[src/hw/bstap_consts.svh]
// Overview of operation
// - TAP state machine follows standard 1149.1
// - Sample on TCK rise, drive TDO on fall
// - TDI enters MSB, TDO shows LSB
// - TDO driven only in Shift-IR/Shift-DR
// - One register between TDI and TDO
// - Five TMS-high TCK rises reset the TAP
// - Power-up reset leaves TDO high impedance
// - IR updates in Update-IR; resets to IDCODE
// - Capture-IR loads 01 into low bits
// - Lengths: IR 8, bypass 1, BSR 113, ID 32
// - Bypass bit captures zero
// - BSR captures ring, shifts in Shift-DR
// - IDCODE captures hardwired 32-bit value
// - TDI and TMS float high, TAP inert
// - Impedance mode bit cleared at power-up
// - High-Z: bypass path, memory outputs tri-stated
// - CLAMP: balls driven from BSR, bypass path
// - SAMPLE/PRELOAD captures ball snapshot into BSR
// - EXTEST: drivers on, preloaded values driven
`ifndef BSTAP_CONSTS_SVH
`define BSTAP_CONSTS_SVH
`define BSTAP_IR_LEN      8
`define BSTAP_BSR_LEN     113
`define BSTAP_ID_LEN      32
`define BSTAP_OP_EXTEST   8'h00
`define BSTAP_OP_IDCODE   8'h21
`define BSTAP_OP_SAMPLE   8'h05
`define BSTAP_OP_CLAMP    8'h07
`define BSTAP_OP_HIGHZ    8'h03
`define BSTAP_OP_BYPASS   8'hff
`define BSTAP_IR_CAPTURE  8'h01
`define BSTAP_PIN_RESET   3'h3
`endif

[src/hw/bstap_pkg.sv]
package bstap_pkg;
	typedef enum logic [3:0]
	{
		BSTAP_TLR     = 4'h0,
		BSTAP_IDLE    = 4'h1,
		BSTAP_SEL_DR  = 4'h3,
		BSTAP_CAP_DR  = 4'h2,
		BSTAP_SH_DR   = 4'h6,
		BSTAP_EX1_DR  = 4'h7,
		BSTAP_PAU_DR  = 4'h5,
		BSTAP_EX2_DR  = 4'h4,
		BSTAP_UPD_DR  = 4'hc,
		BSTAP_SEL_IR  = 4'hd,
		BSTAP_CAP_IR  = 4'hf,
		BSTAP_SH_IR   = 4'he,
		BSTAP_EX1_IR  = 4'ha,
		BSTAP_PAU_IR  = 4'hb,
		BSTAP_EX2_IR  = 4'h9,
		BSTAP_UPD_IR  = 4'h8
	} bstap_state_e;

	typedef enum logic [1:0]
	{
		BSTAP_PATH_BYPASS = 2'h0,
		BSTAP_PATH_BSR    = 2'h1,
		BSTAP_PATH_ID     = 2'h2
	} bstap_path_e;

	// Pin order: tck, tms, tdi
	typedef struct packed
	{
		logic tck;
		logic tms;
		logic tdi;
	} bstap_pins_s;

	typedef struct packed
	{
		logic         drive_en;
		logic         force_hiz;
		logic [112:0] values;
	} bstap_ring_s;
endpackage

[src/hw/bstap_sync.sv]
`timescale 1ns/1ns
module bstap_sync
#(
	parameter int        W   = 3,
	parameter logic [W-1:0] RST = '0
)
(
	// Clock and reset
	input  wire logic         clk,
	input  wire logic         reset,
	// Asynchronous in, synchronous out
	input  wire logic [W-1:0] d,
	output logic      [W-1:0] q
);
	logic [W-1:0] meta_reg;

	genvar i;
	generate
		for (i = 0; i < W; i++)
		begin : g_bit
			always_ff @(posedge clk)
			begin
				if (reset)
				begin
					meta_reg[i] <= RST[i];
					q[i]        <= RST[i];
				end
				else
				begin
					meta_reg[i] <= d[i];
					q[i]        <= meta_reg[i];
				end
			end
		end
	endgenerate
endmodule

[src/hw/bstap_top.sv]
`timescale 1ns/1ns
`include "bstap_consts.svh"
module bstap_top
	import bstap_pkg::*;
#(
	// Arbitrary identification value; bit 0 marks presence of the ID register
	parameter logic [31:0] ID_VALUE = 32'h1a5c_3e2b
)
(
	// Clock and reset
	input  wire logic         clk,
	input  wire logic         reset,
	// Test port pins
	input  wire bstap_pins_s  pins,
	output logic              tdo,
	output logic              tdo_oe_n,
	// Memory I/O ring
	input  wire logic [112:0] ring_in,
	output bstap_ring_s       ring_ctl,
	// Mode register interaction
	input  wire logic         mode_register_write,
	input  wire logic         mr_impedance_bit,
	output logic              impedance_mode_bit
);
	bstap_pins_s  pins_s;
	logic         tck_d_reg;
	logic         tck_rise;
	logic         tck_fall;
	bstap_state_e state_reg;
	bstap_state_e state_next;
	logic [7:0]   ir_reg;
	logic [7:0]   ir_sh_reg;
	logic         bypass_reg;
	logic [112:0] bsr_reg;
	logic [31:0]  id_reg;
	bstap_path_e  path;
	logic         dr_lsb;

	// Idle pin levels: clock low, pulled-up pins high; no false edge on release
	bstap_sync #(.W(3), .RST(`BSTAP_PIN_RESET)) u_sync
	(
		.clk   (clk),
		.reset (reset),
		.d     (pins),
		.q     (pins_s)
	);

	always_ff @(posedge clk)
	begin
		if (reset)
			tck_d_reg <= 1'b0;
		else
			tck_d_reg <= pins_s.tck;
	end

	assign tck_rise = pins_s.tck & ~tck_d_reg;
	assign tck_fall = ~pins_s.tck & tck_d_reg;

	// Standard controller graph
	always_comb
	begin
		case (state_reg)
			BSTAP_TLR:    state_next = pins_s.tms ? BSTAP_TLR : BSTAP_IDLE;
			BSTAP_IDLE:   state_next = pins_s.tms ? BSTAP_SEL_DR : BSTAP_IDLE;
			BSTAP_SEL_DR: state_next = pins_s.tms ? BSTAP_SEL_IR : BSTAP_CAP_DR;
			BSTAP_CAP_DR: state_next = pins_s.tms ? BSTAP_EX1_DR : BSTAP_SH_DR;
			BSTAP_SH_DR:  state_next = pins_s.tms ? BSTAP_EX1_DR : BSTAP_SH_DR;
			BSTAP_EX1_DR: state_next = pins_s.tms ? BSTAP_UPD_DR : BSTAP_PAU_DR;
			BSTAP_PAU_DR: state_next = pins_s.tms ? BSTAP_EX2_DR : BSTAP_PAU_DR;
			BSTAP_EX2_DR: state_next = pins_s.tms ? BSTAP_UPD_DR : BSTAP_SH_DR;
			BSTAP_UPD_DR: state_next = pins_s.tms ? BSTAP_SEL_DR : BSTAP_IDLE;
			BSTAP_SEL_IR: state_next = pins_s.tms ? BSTAP_TLR : BSTAP_CAP_IR;
			BSTAP_CAP_IR: state_next = pins_s.tms ? BSTAP_EX1_IR : BSTAP_SH_IR;
			BSTAP_SH_IR:  state_next = pins_s.tms ? BSTAP_EX1_IR : BSTAP_SH_IR;
			BSTAP_EX1_IR: state_next = pins_s.tms ? BSTAP_UPD_IR : BSTAP_PAU_IR;
			BSTAP_PAU_IR: state_next = pins_s.tms ? BSTAP_EX2_IR : BSTAP_PAU_IR;
			BSTAP_EX2_IR: state_next = pins_s.tms ? BSTAP_UPD_IR : BSTAP_SH_IR;
			BSTAP_UPD_IR: state_next = pins_s.tms ? BSTAP_SEL_DR : BSTAP_IDLE;
			default:      state_next = BSTAP_TLR;
		endcase
	end

	always_ff @(posedge clk)
	begin
		if (reset)
			state_reg <= BSTAP_TLR;
		else if (tck_rise)
			state_reg <= state_next;
	end

	// Instruction path
	always_ff @(posedge clk)
	begin
		if (reset)
		begin
			ir_reg    <= `BSTAP_OP_IDCODE;
			ir_sh_reg <= `BSTAP_IR_CAPTURE;
		end
		// Entering reset loads IDCODE on the rise that enters it, a rise sooner than Update-IR loads
		else if (tck_rise && state_next == BSTAP_TLR)
			ir_reg <= `BSTAP_OP_IDCODE;
		else if (tck_rise)
		begin
			case (state_reg)
				BSTAP_CAP_IR: ir_sh_reg <= `BSTAP_IR_CAPTURE;
				BSTAP_SH_IR:  ir_sh_reg <= {pins_s.tdi, ir_sh_reg[7:1]};
				BSTAP_UPD_IR: ir_reg    <= ir_sh_reg;
				default:      ir_reg    <= ir_reg;
			endcase
		end
	end

	// One data register per instruction; unknown codes fall to bypass
	always_comb
	begin
		case (ir_reg)
			`BSTAP_OP_EXTEST: path = BSTAP_PATH_BSR;
			`BSTAP_OP_SAMPLE: path = BSTAP_PATH_BSR;
			`BSTAP_OP_IDCODE: path = BSTAP_PATH_ID;
			`BSTAP_OP_CLAMP:  path = BSTAP_PATH_BYPASS;
			`BSTAP_OP_HIGHZ:  path = BSTAP_PATH_BYPASS;
			default:          path = BSTAP_PATH_BYPASS;
		endcase
	end

	always_ff @(posedge clk)
	begin
		if (reset)
			bypass_reg <= 1'b0;
		else if (tck_rise && path == BSTAP_PATH_BYPASS)
		begin
			if (state_reg == BSTAP_CAP_DR)
				bypass_reg <= 1'b0;
			else if (state_reg == BSTAP_SH_DR)
				bypass_reg <= pins_s.tdi;
		end
	end

	// Ring is sampled as-is; a ball moving at capture may read either way
	always_ff @(posedge clk)
	begin
		if (reset)
			bsr_reg <= '0;
		else if (tck_rise && path == BSTAP_PATH_BSR)
		begin
			if (state_reg == BSTAP_CAP_DR)
				bsr_reg <= ring_in;
			else if (state_reg == BSTAP_SH_DR)
				bsr_reg <= {pins_s.tdi, bsr_reg[112:1]};
		end
	end

	always_ff @(posedge clk)
	begin
		if (reset)
			id_reg <= ID_VALUE;
		else if (tck_rise && path == BSTAP_PATH_ID)
		begin
			if (state_reg == BSTAP_CAP_DR)
				id_reg <= ID_VALUE;
			else if (state_reg == BSTAP_SH_DR)
				id_reg <= {pins_s.tdi, id_reg[31:1]};
		end
	end

	// Preloaded values reach the balls only on Update-DR
	always_ff @(posedge clk)
	begin
		if (reset)
			ring_ctl.values <= '0;
		else if (tck_rise && state_reg == BSTAP_UPD_DR && path == BSTAP_PATH_BSR)
			ring_ctl.values <= bsr_reg;
	end

	// Test takes the balls only under EXTEST, CLAMP or High-Z
	always_ff @(posedge clk)
	begin
		if (reset)
		begin
			ring_ctl.drive_en  <= 1'b0;
			ring_ctl.force_hiz <= 1'b0;
		end
		else
		begin
			ring_ctl.drive_en  <= ir_reg == `BSTAP_OP_EXTEST || ir_reg == `BSTAP_OP_CLAMP;
			ring_ctl.force_hiz <= ir_reg == `BSTAP_OP_HIGHZ;
		end
	end

	always_comb
	begin
		case (path)
			BSTAP_PATH_BSR: dr_lsb = bsr_reg[0];
			BSTAP_PATH_ID:  dr_lsb = id_reg[0];
			default:        dr_lsb = bypass_reg;
		endcase
	end

	// Output moves on the falling edge, half a test clock after the shift
	always_ff @(posedge clk)
	begin
		if (reset)
		begin
			tdo      <= 1'b0;
			tdo_oe_n <= 1'b1;
		end
		else if (tck_fall)
		begin
			tdo      <= state_reg == BSTAP_SH_IR ? ir_sh_reg[0] : dr_lsb;
			tdo_oe_n <= !(state_reg == BSTAP_SH_IR || state_reg == BSTAP_SH_DR);
		end
	end

	// Bit mirrors the memory's mode register; boundary test needs it low
	always_ff @(posedge clk)
	begin
		if (reset)
			impedance_mode_bit <= 1'b0;
		else if (mode_register_write)
			impedance_mode_bit <= mr_impedance_bit;
	end
endmodule

[config.mk]
export PLATFORM = sky130hd
export DESIGN_NAME = bstap_top
export DESIGN_NICKNAME = d
export VERILOG_FILES = /design/src/hw/bstap_pkg.sv /design/src/hw/bstap_sync.sv /design/src/hw/bstap_top.sv
export VERILOG_INCLUDE_DIRS = /design/src /design/src/hw
export SDC_FILE = /design/constraint.sdc
export NUM_CORES = 1
export LEC_CHECK = 0
export ABC_AREA = 1
export BUFFER_PORTS_ARGS = -buffer_cell sky130_fd_sc_hd__buf_2
export CAP_MARGIN = 20
export CORE_ASPECT_RATIO = 2
export CORE_MARGIN = 4
export CORE_UTILIZATION = 47
export DETAILED_ROUTE_END_ITERATION = 10
export GPL_TIMING_DRIVEN = 0
export PLACE_DENSITY = 0.7
export SETUP_SLACK_MARGIN = 0.05
export SLEW_MARGIN = 40
export SYNTH_ARGS = -nofsm -noshare
export SYNTH_HDL_FRONTEND = slang
export SYNTH_HIERARCHICAL = 1
export SYNTH_SLANG_ARGS = --single-unit
[constraint.sdc]
create_clock -name clk -period 2.8 [get_ports clk]
set_clock_uncertainty 0.05 [all_clocks]
set_input_delay 0.14 -clock clk [delete_from_list [all_inputs] [get_ports clk]]
set_output_delay 0.14 -clock clk [all_outputs]
set_load 0.005 [all_outputs]
# Yosys cells after proc, flatten, opt, wreduce, memory -nomap -nowiden
# Cells that the tools add are included.
[op_classes]
n_bitwise = 5
n_mux = 23
reduce_logical = 25
eq_ne = 21
[op_table]
columns = ["cell", "count"]
rows = [
  ["$mux W113", 2],
  ["$mux W32", 2],
  ["$pmux W4 S12", 1],
  ["$eq A4 B4 Y1 const B", 8],
  ["$eq A4 B3 Y1 const B", 4],
  ["$eq A8 B3 Y1 const B", 2],
  ["$mux W4", 4],
  ["$pmux W8 S2", 1],
  ["$eq A4 B2 Y1 const B", 2],
  ["$eq A8 B2 Y1 const B", 1],
  ["$eq A8 B6 Y1 const B", 1],
  ["$logic_not A4 Y1", 2],
  ["$logic_not A8 Y1", 1],
  ["$reduce_and A2 Y1", 4],
  ["$reduce_or A2 Y1", 4],
  ["$logic_and A1 B1 Y1", 6],
  ["$mux W1", 6],
  ["$mux W2", 3],
  ["$mux W3", 2],
  ["$eq A4 B1 Y1 const B", 1],
  ["$pmux W2 S2", 1],
  ["$reduce_bool A2 Y1", 2],
  ["$not A1 Y1", 3],
  ["$reduce_and A3 Y1", 1],
  ["8 further kinds", 10],
]
[word_totals]
word_cells = 93
ff_bits = 291
out_inout_bits = 118

# Longest topological paths before layout
# Gate-level depths: netlist of the first run.
[depth]
word_depth = 7
mapped_depth = 13

# Cells and area by module
# Netlist of the first run, hierarchy kept.
[by_module_without_submodules]
columns = ["mod", "seq_area_each_um2", "instances", "cells_per_inst", "area_each_um2"]
rows = [
  ["bstap_top", 5705.5, 1, 1409, 11044.3],
  ["bstap_sync", 120.1, 1, 19, 168.9],
]

# Least setup slack after synthesis of the first run
# No wires, ideal clock.
[synth_path]
path_kind = "reg2reg"
startpoint = "register ir_reg[0]"
endpoint = "register bsr_reg[28]"
n_path_buf = 2
path_slack_ns = 0.815
arrival_ns = 1.814
t_required_ns = 2.628
synth_period_minus_slack_ns = 1.985
stages_incl_launch_ff = 12
cell_sequence = "dfxtp_1 > nor4_1 > o21ai_0 > inv_1 > ha_1 > inv_1 > nor2_1 > nand2_1 > inv_2 > buf_2 > buf_2 > a21oi_1"
[synth_between]
elab_chain_len = 6
[synth_lines]
columns = ["element", "line_no", "text"]
rows = [
  ["start, declared", "bstap_top.sv:31", "logic [7:0] ir_reg;"],
  ["start signal, assigned", "bstap_top.sv:96", "ir_reg <= `BSTAP_OP_IDCODE;"],
  ["start signal, assigned", "bstap_top.sv:101", "ir_reg <= `BSTAP_OP_IDCODE;"],
  ["start signal, assigned", "bstap_top.sv:107", "BSTAP_UPD_IR: ir_reg <= ir_sh_reg;"],
  ["$eq A8 B3 Y1 / $logic_not A8 Y1 (equally long branches)", "bstap_top.sv:116", "case (ir_reg)"],
  ["$reduce_or A2 Y1 (no line)", "-", ""],
  ["$pmux W2 S2 (*)", "bstap_top.sv:116", ""],
  ["$eq A2 B1 Y1 (*)", "bstap_top.sv:144", "else if (tck_rise && path == BSTAP_PATH_BSR)"],
  ["$logic_and A1 B1 Y1 (*)", "bstap_top.sv:144", ""],
  ["$reduce_and A2 Y1 (no line) (*)", "-", ""],
  ["end signal, assigned", "bstap_top.sv:147", "bsr_reg <= ring_in;"],
  ["end signal, assigned", "bstap_top.sv:149", "bsr_reg <= {pins_s.tdi, bsr_reg[112:1]};"],
  ["end, declared", "bstap_top.sv:34", "logic [112:0] bsr_reg;"],
]
# Mark *: on every way between the ends. The rest lies on a longest branch, timed or not.
# A chain may end at the register's enable or synchronous reset.

# Worst setup path in the final report of the first run
[layout_path]
startpoint = "register ir_reg[0]"
endpoint = "register ring_ctl[54] in the netlist's numbering"
[layout_between]
elab_chain_len = 5
[layout_lines]
columns = ["element", "line_no", "text"]
rows = [
  ["$eq A8 B3 Y1 / $logic_not A8 Y1 (equally long branches)", "bstap_top.sv:116", ""],
  ["$reduce_or A2 Y1 (no line)", "-", ""],
  ["$pmux W2 S2 (*)", "bstap_top.sv:116", ""],
  ["$eq A2 B1 Y1 (*)", "bstap_top.sv:171", "else if (tck_rise && state_reg == BSTAP_UPD_DR && path == BSTAP_PATH_BSR)"],
  ["$logic_and A1 B1 Y1 (*)", "bstap_top.sv:171", ""],
  ["end, declared", "bstap_top.sv:19", "output bstap_ring_s ring_ctl,"],
]
# Marked as above.

==> results.toml, run 1 <==
[global_route]
grt_pass1_wl_microns = 55000
grt_busiest_layer = "met2"
met2_usage_pct = 48.1
grt_util_met3_pct = 2.99
grt.overflow.total = 0
antenna_found_initial = 0
track_usage_pct = 25.7
grt_max_degree = 16
gr-usage-met1_pct = 27.3
grt_pass1_vias = 11200

[die]
die_height_microns = 226
start_util_pct = 47.9
ios = 238
core.rowCount = 79
die_x_microns = 117
fp.dieArea_sq_um = 26500
core_area_sq_um = 23400

[logic_synthesis]
syn_avg_cell_area_sq_um = 7.85
synthXorXnorAreaFrac_pct = 0
ys_seq_area_share_pct = 52.0
yosysUniqueCellTypes = 31
synth_area_sq_um = 11200
synth_nets = 1551
synth_top_family_by_area = "compound AO/OA/AOI/OAI gates"
yosysTopAreaCell = "dfxtp_1"
ys_ff_latch = 291
syn_inst = 1428
synthMuxAreaShare_pct = 0.502
yosysTopAreaCellShare_pct = 52.0
yosysWarnings = 6
synth.area.top_cells = "dfxtp_1, o21ai_0, a21oi_1"
synthSimpleGateAreaFrac_pct = 13.1
synthAdderAreaFrac_pct = 0.335
synth-compound-area-share_pct = 26.0

[job]
cap_violations = 0

[critical_path]
cpPeakStageDelay_ps = 420
crit_slowest_cell = "dfxtp_1"
critPathKind = "reg2reg"
ff2ff_setup_slack_ps = 210
r2r_start = "ir_reg[0]"
reg2regPathDepth = 13
cp-endpoint = "ring_ctl[54]"
reg2reg_to = "ring_ctl[54]"
critPathCaptureType = "register"
critPathRequiredTime_ps = 3220
critPathArrivalTime_ps = 3010
startpoint = "ir_reg[0]"
crit_path_max_fanout = 10
crit_chain = "inv_1 > nor4_1 > o21ai_1 > inv_1 > ha_1 > inv_1 > nor2_1 > nand2_2 > inv_2 > buf_6 > clkbuf_4 > nor2_1 > nor2_1"
start_kind = "register"

[timing]
slew_headroom_pct = 41.0
rsz0062_at_grt = "yes"
report.final.slew_viol_count = 0
fin_tns_setup_ps = 0
post-route-min-period_ps = 2590
fmax_ghz = 0.386
period_share_pct = 92.5
layout_setup_ws_ps = 209
finalHoldViolCount = 0
tightest_slew_ps = 885
setup_violations = 0

[drt]
firstDrtPassIters = 5
wl_microns = 35100
route.detailed.drc = 0
vias = 11400
antenna_left = 0
drtIter0Drc = 852
wl_per_cell_microns = 16.6
vias_per_cell = 5.37

[placed_design]
hpwl_microns = 24700
place_worst_setup_slack_ps = 139
numPortBuffers = 237
place.gp.congestion = 0.916

[power]
ir_worst_vdd_v = 0.000488
power_density_nw_per_um2 = 559
power_leakage_nw = 6.59

[clocking]
clk_pin_slew_ps = 70
clock-sinks = 291
post_cts_buffers = 0
cts_tree = "done"
clockRootBuffer = "clkbuf_16"
clk_latency_ps = 540
clock_path_buffers = 3
cts_buffers = 25
htree_levels = 1

[layout]
final_core_util_pct = 63.3
largest_reg_flops = 115
drive_gt1_share_pct = 19.2
syn_to_final_growth_pct = 32.3
final_nets = 1937
n_antenna_cell = 0

[status]
status = "complete, no violations"

[worst_hold_path]
worstHoldStart = "reset"
worst_hold_path_type = "in2reg"
Yosys cell counts:
master,count
a211oi_1,1
a21oi_1,186
a31oi_1,3
buf_1,2
buf_2,43
buf_4,10
buf_6,4
clkbuf_1,55
clkinv_1,1
dfxtp_1,291
ha_1,3
inv_1,84
inv_2,10
mux2_1,4
mux2_2,1
nand2_1,126
nand2_2,2
nand2_4,1
nand3_1,47
nand3b_1,3
nand4_1,2
nor2_1,167
nor2_2,2
nor2_4,2
nor3_1,2
nor3_4,1
nor4_1,3
o211ai_1,4
o21ai_0,279
o21ai_1,21
o22ai_1,68
cell type report:
class	count	area, sq um
fill	2080	8590
sequential	291	5830
multi-input combinational	928	4490
timing repair buffer	359	2410
clock buffer	38	724
buffer	114	563
inverter	95	357
tap	283	354
clock inverter	7	114
worst min-delay path by stage:
| stage | depth (start not counted) | endpoint | slack [ps] |
|---|---|---|---|
| 2_1_floorplan | 1 | u_sync/meta_reg[2] | 160 |
| 3_3_place_gp | 3 | u_sync/meta_reg[1] | 270 |
| 3_5_place_dp | 3 | u_sync/meta_reg[1] | 270 |
| 4_1_cts | 3 | u_sync/q[2] | 310 |
| 5_1_grt | 3 | u_sync/q[2] | 350 |
| 6_report | 3 | u_sync/q[2] | 330 |
cell usage in the layout, fill, tap and decap left out, types with 3 or more instances in the layout:
cell,netlist,layout
clkbuf_8,0,5
nand2_1,126,126
mux2_1,4,4
nor2_1,167,167
bufinv_16,0,3
buf_2,43,276
clkbuf_1,55,63
clkbuf_16,0,25
nand3b_1,3,3
o21ai_1,21,27
o22ai_1,68,68
nand3_1,47,47
a31oi_1,3,3
o211ai_1,4,4
dlygate4sd3_1,0,122
inv_1,84,84
o21ai_0,279,273
inv_2,10,10
buf_6,4,5
clkinv_2,0,3
dfxtp_1,291,291
buf_4,10,9
a21oi_1,186,186
ha_1,3,3
clkbuf_4,0,4
cells by family after synthesis:
group,count (synthesis)
mux,5
compound gates,562
fa+ha+maj,3
simple gates,358
buf+inv,209
flops,291
critical path: cells and delay by family, from the launching register on:
kind	cells	cell delay [ps]
compound gates	1	180
fa+ha+maj	1	140
buf+inv	6	880
flops	1	420
simple gates	5	830
per-layer routing:
layer,vias up,share of wire [%]
met2,396,53
met5,-,0
li1,5613,-
met1,5230,36
met4,0,5.4
met3,113,5.2
where the power goes:
group	switching [mW]	internal (mW)
logic	0.282	0.249
registers	0.00942	4.15
clock network	1.55	2.06
total	1.84	6.46
stage by stage:
step	hold slack, ps	cell area (sq um)	power, mW	std cells
global route	349	14800	8.55	2115
global placement	274	12800	4.64	1948
floorplan	161	11200	4.46	1428
detailed placement	274	12800	4.64	1948
finish	327	14800	8.30	2115
CTS	308	14800	8.34	2115
repair_timing:
item / 4_1_cts / 5_1_grt
endpoints found under the setup margin: 0 / 226
hold endpoints to repair: 120 / 0
hold buffers: 122 / 0
resized for setup: 0 / 13
Power figures use the tool's default switching activity.
==> inputs of run 2 (changes only) <==
- BUFFER_PORTS_ARGS: -buffer_cell sky130_fd_sc_hd__buf_2 -> unset
- CORE_UTILIZATION: 47 -> 50
- DONT_BUFFER_PORTS: unset -> 1
- PLACE_DENSITY: 0.7 -> unset
==> run 2 against run 1 <==
Net effect:
- maximum frequency is 1.3% higher
- die area is 5.7% lower
- non-clock buffer count is 240 lower
- worst hold slack worse by 140 ps
- largest cell class unchanged
- first-iteration DRC count is 29% lower
- critical path type unchanged
- routed wire length is 3.6% lower
==> results.toml, run 2 (synthesis results as in run 1) <==
[status]
status = "complete, no violations"

[layout]
layout_commonest_cell = "dfxtp_1"
final_core_util_pct = 61.6
final_cell_mix = "dfxtp_1, o21ai_0, a21oi_1"
instances_no_fill = 1868
n_antenna_cell = 0
drive_gt1_share_pct = 7.29
largest_reg_flops = 115
final_nets = 1698
syn_to_final_growth_pct = 21.2

[power]
combPwrFrac_pct = 5.5
power.switching_mw = 1.82
intPower_mw = 6.21
switching_share_pct = 22.6
p_seq_share_pct = 51.8
power_density_nw_per_um2 = 591
clockPowerShare_pct = 42.6
ir_worst_vdd_v = 0.000617
power_leakage_nw = 5.45

[clocking]
cts_tree = "done"
cts_buffers = 26
htree_levels = 1
clk_latency_ps = 540
post_cts_buffers = 0
clock-sinks = 291
clock_path_buffers = 3
clk_pin_slew_ps = 70
clockRootBuffer = "clkbuf_16"

[drt]
wl_microns = 33800
antenna_left = 0
firstDrtPassIters = 5
route.detailed.drc = 0
drtIter0Drc = 609
wl_per_cell_microns = 18.1
vias = 10400
vias_per_cell = 5.55

[timing]
finalHoldViolCount = 0
slew_headroom_pct = 47.3
post-route-min-period_ps = 2560
fin_tns_setup_ps = 0
tightest_slew_ps = 791
fmax_ghz = 0.391
setup_violations = 0
whs_ps = 186
report.final.slew_viol_count = 0
period_share_pct = 91.3
rsz0062_at_grt = "no"

[global_route]
grt_pass1_vias = 10400
grt_pass1_wl_microns = 52600
track_usage_pct = 26.0
grt_max_degree = 16
antenna_found_initial = 0
grt.overflow.total = 0

[critical_path]
r2r_start = "ir_reg[7]"
critPathRequiredTime_ps = 3170
start_kind = "register"
cpPeakStageDelay_ps = 350
critPathCaptureType = "register"
critPathArrivalTime_ps = 2920
crit_chain = "nor4_1 > o21ai_1 > inv_1 > ha_1 > inv_1 > nor2_1 > nand2_4 > buf_2 > clkbuf_1 > o21ai_1 > nor2_1"
reg2regPathDepth = 11
critPathKind = "reg2reg"
reg2reg_to = "ring_ctl[54]"
crit_slowest_cell = "nor4_1"
ff2ff_setup_slack_ps = 240
crit_path_max_fanout = 10

[die]
fp.dieArea_sq_um = 25000
start_util_pct = 50.8
die_x_microns = 114
core_area_sq_um = 22100
ios = 238
die_height_microns = 220
core.rowCount = 77

[worst_hold_path]
worstHoldStart = "pins[0]"
hold_depth = 3
min_to = "u_sync/meta_reg[0]"
worst_hold_path_type = "in2reg"

[job]
cap_violations = 0

[placed_design]
hpwl_microns = 24200
numPortBuffers = 0
dp.cells = 1704
place.gp.congestion = 0.849
## run 2: cell types whose count changed in the layout (fill, tap and decap cells not counted), sizes merged
cell / delta
bufinv: -3
clkinv: +2
clkinvlp: +1
clkbuf: +5
dlygate4sd3: -3
buf: -242
## run 2: final cells by class
class	count	area, sq um
well taps	276	345
repair buffers	119	1190
fillers	2016	8480
multi-input cells	928	4490
clock inverters	7	41.3
clock buffers	38	757
flip-flops and latches	291	5830
inverters	95	357
plain buffers	114	576
## run 2: worst max path at each step
| stage | slack, ps | to | cells after the start | from |
|---|---|---|---|---|
| after floorplan | 810 | bsr_reg[28] | 11 | ir_reg[0] |
| after global placement | 100 | ring_ctl[112] | 11 | ir_reg[0] |
| after detailed placement | 60 | ring_ctl[54] | 11 | ir_reg[0] |
| after CTS | 140 | ring_ctl[0] | 11 | ir_reg[0] |
| after global routing | 70 | bsr_reg[35] | 11 | ir_reg[1] |
| final | 240 | ring_ctl[54] | 11 | ir_reg[7] |
## run 2: critical path, delay by kind of cell (launching register included)
family	cells	cell delay [ps]
buffers and inverters	4	620
adder cells (fa/ha/maj)	1	140
AO/OA/AOI/OAI	2	470
flip-flops	1	330
AND/OR/NAND/NOR	4	820
## run 2: repair_timing
item                                    4_1_cts  5_1_grt
hold buffers                                119        0
endpoints found under the setup margin        1      160
pin swaps                                     0        0
resized for setup                             1       18
cloned                                        0        0
hold endpoints to repair                    121        0
## run 2: power groups by stage
stage / logic (mW) / registers [mW] / clock network [mW]
detailed placement: 0.293 / 4.25 / 0
global route: 0.489 / 4.16 / 3.64
CTS: 0.442 / 4.16 / 3.48
floorplan: 0.206 / 4.25 / 0
global placement: 0.292 / 4.25 / 0
finish: 0.446 / 4.16 / 3.42
## run 2: layer usage
layer / part of all wire (%) / global-route usage, %
met1: 36 / 27.1
met2: 55 / 50.4
met3: 5.7 / 4.48
met4: 3.8 / 10.2
met5: 0 / 0
## run 2: metrics by stage
step	total power, mW	cell area [sq um]	worst slack (ps)
2_1_floorplan	4.46	11200	815
3_3_place_gp	4.55	11600	99.7
3_5_place_dp	4.55	11600	55.1
4_1_cts	8.08	13500	138
5_1_grt	8.29	13600	65.6
6_report	8.03	13600	244
==> inputs of run 3 (changes only) <==
- REMOVE_ABC_BUFFERS: unset -> 1
==> run 3 against run 2 <==
Net effect:
- via count is 1.6% lower
- sequential cell count stayed put
- register-to-register slack better by 20 ps
- first-iteration DRC count is 2.1% higher
- sequential power hardly changed
- critical path type unchanged
- largest cell class unchanged
==> results.toml, run 3 (synthesis results as in run 1) <==
[status]
status = "complete, no violations"

[drt]
route.met2.wl_microns = 18600
wl_met3_microns = 1910
wl_met1_microns = 13400
vias_per_cell = 5.71
vias = 10200
top_layer_used = "met4"
wl_per_cell_microns = 19.6
drtIter0Drc = 622
route.detailed.drc = 0
antenna_left = 0
wl_microns = 35000
firstDrtPassIters = 5

[clocking]
clock_path_buffers = 3
cts_buffers = 27
clockRootBuffer = "clkbuf_16"
cts_tree = "done"
clk_latency_ps = 540
clock-sinks = 291
clk_pin_slew_ps = 70
htree_levels = 1

[critical_path]
crit_path_max_fanout = 67
critPathRequiredTime_ps = 3210
critPathArrivalTime_ps = 2950
critPathCaptureType = "register"
critPathKind = "reg2reg"
start_kind = "register"

[global_route]
antenna_found_initial = 0
track_usage_pct = 26.3
grt.overflow.total = 0
grt_pass1_wl_microns = 53300
grt_pass1_vias = 10200
grt_max_degree = 92

[timing]
period_share_pct = 90.7
rsz0062_at_grt = "no"
fmax_ghz = 0.394
setup_violations = 0
post-route-min-period_ps = 2540
fin_tns_setup_ps = 0
slew_headroom_pct = 44.2
layout_setup_ws_ps = 259
tightest_slew_ps = 836
report.final.slew_viol_count = 0
finalHoldViolCount = 0

[power]
power_density_nw_per_um2 = 628
power_leakage_nw = 5.41
ir_worst_vdd_v = 0.000610

[die]
start_util_pct = 50.8
core.rowCount = 77
core_area_sq_um = 22100
ios = 238
fp.dieArea_sq_um = 25000
die_height_microns = 220
die_x_microns = 114

[layout]
final_cell_mix = "dfxtp_1, o21ai_0, a21oi_1"
layout_commonest_cell = "dfxtp_1"
instances_no_fill = 1786
syn_to_final_growth_pct = 22.3
final_nets = 1611
drive_gt1_share_pct = 6.56
largest_reg_flops = 115

[placed_design]
hpwl_microns = 19100
place_worst_setup_slack_ps = -601
dp.cells = 1598
numPortBuffers = 0
place.gp.congestion = 0.786

[worst_hold_path]
worst_hold_path_type = "in2reg"

[job]
cap_violations = 0
==> run 3: power breakdown <==
group	total (mW)	switching, mW	internal [mW]
clock network	4.02	1.62	2.40
registers	4.17	0.0193	4.15
logic	0.424	0.233	0.191
total	8.62	1.87	6.74
==> run 3: final timing paths <==
check             cells after the start  slack (ps)               start           to
hold / removal                        2          90               reset    ir_reg[0]
setup reg to reg                      6         260        state_reg[2]  bsr_reg[34]
hold reg to reg                       2         370  u_sync/meta_reg[1]  u_sync/q[1]
setup / recovery                      6         260        state_reg[2]  bsr_reg[34]
==> run 3: timing repair <==
action | 4_1_cts | 5_1_grt
gates cloned | 6 | 3
pin swaps | 2 | 2
endpoints found under the setup margin | 177 | 153
setup buffers | 1 | 7
hold buffers | 120 | 0
resized for setup | 12 | 5
hold endpoints to repair | 148 | 0
==> run 3: routing by layer <==
metal | vias to the layer above | track usage [%]
li1 | 4962 | -
met1 | 4883 | 29.5
met2 | 293 | 48.5
met3 | 66 | 4.73
met4 | 0 | 10.2
met5 | - | 0
==> run 3: through the flow <==
stage	power, mW	instance area (sq um)	hold WS (ps)	util (%)
5_1_grt	8.89	13700	132	62.1
3_5_place_dp	4.53	11200	169	50.9
6_report	8.62	13700	94.4	62.2
4_1_cts	8.70	13600	79.8	61.6
2_1_floorplan	4.43	10700	159	-
3_3_place_gp	4.52	11000	166	49.9
==> run 3: cell type report <==
cell class,instances,area [sq um]
Antenna cell,1,2.50
Clock buffer,36,769
Clock inverter,14,213
Fill cell,1956,8350
Inverter,95,409
Multi-Input combinational cell,930,4550
Sequential cell,291,5830
Tap cell,276,345
Timing Repair Buffer,139,1550
Timing Repair inverter,4,37.5
==> run 3: critical path, stage by stage, from the launching register on <==
cell and delay (ps):
dfxtp_4 470, nor2_2 290, nand2_4 510, inv_6 370
buf_16 280, o22ai_1 180, a21oi_1 160
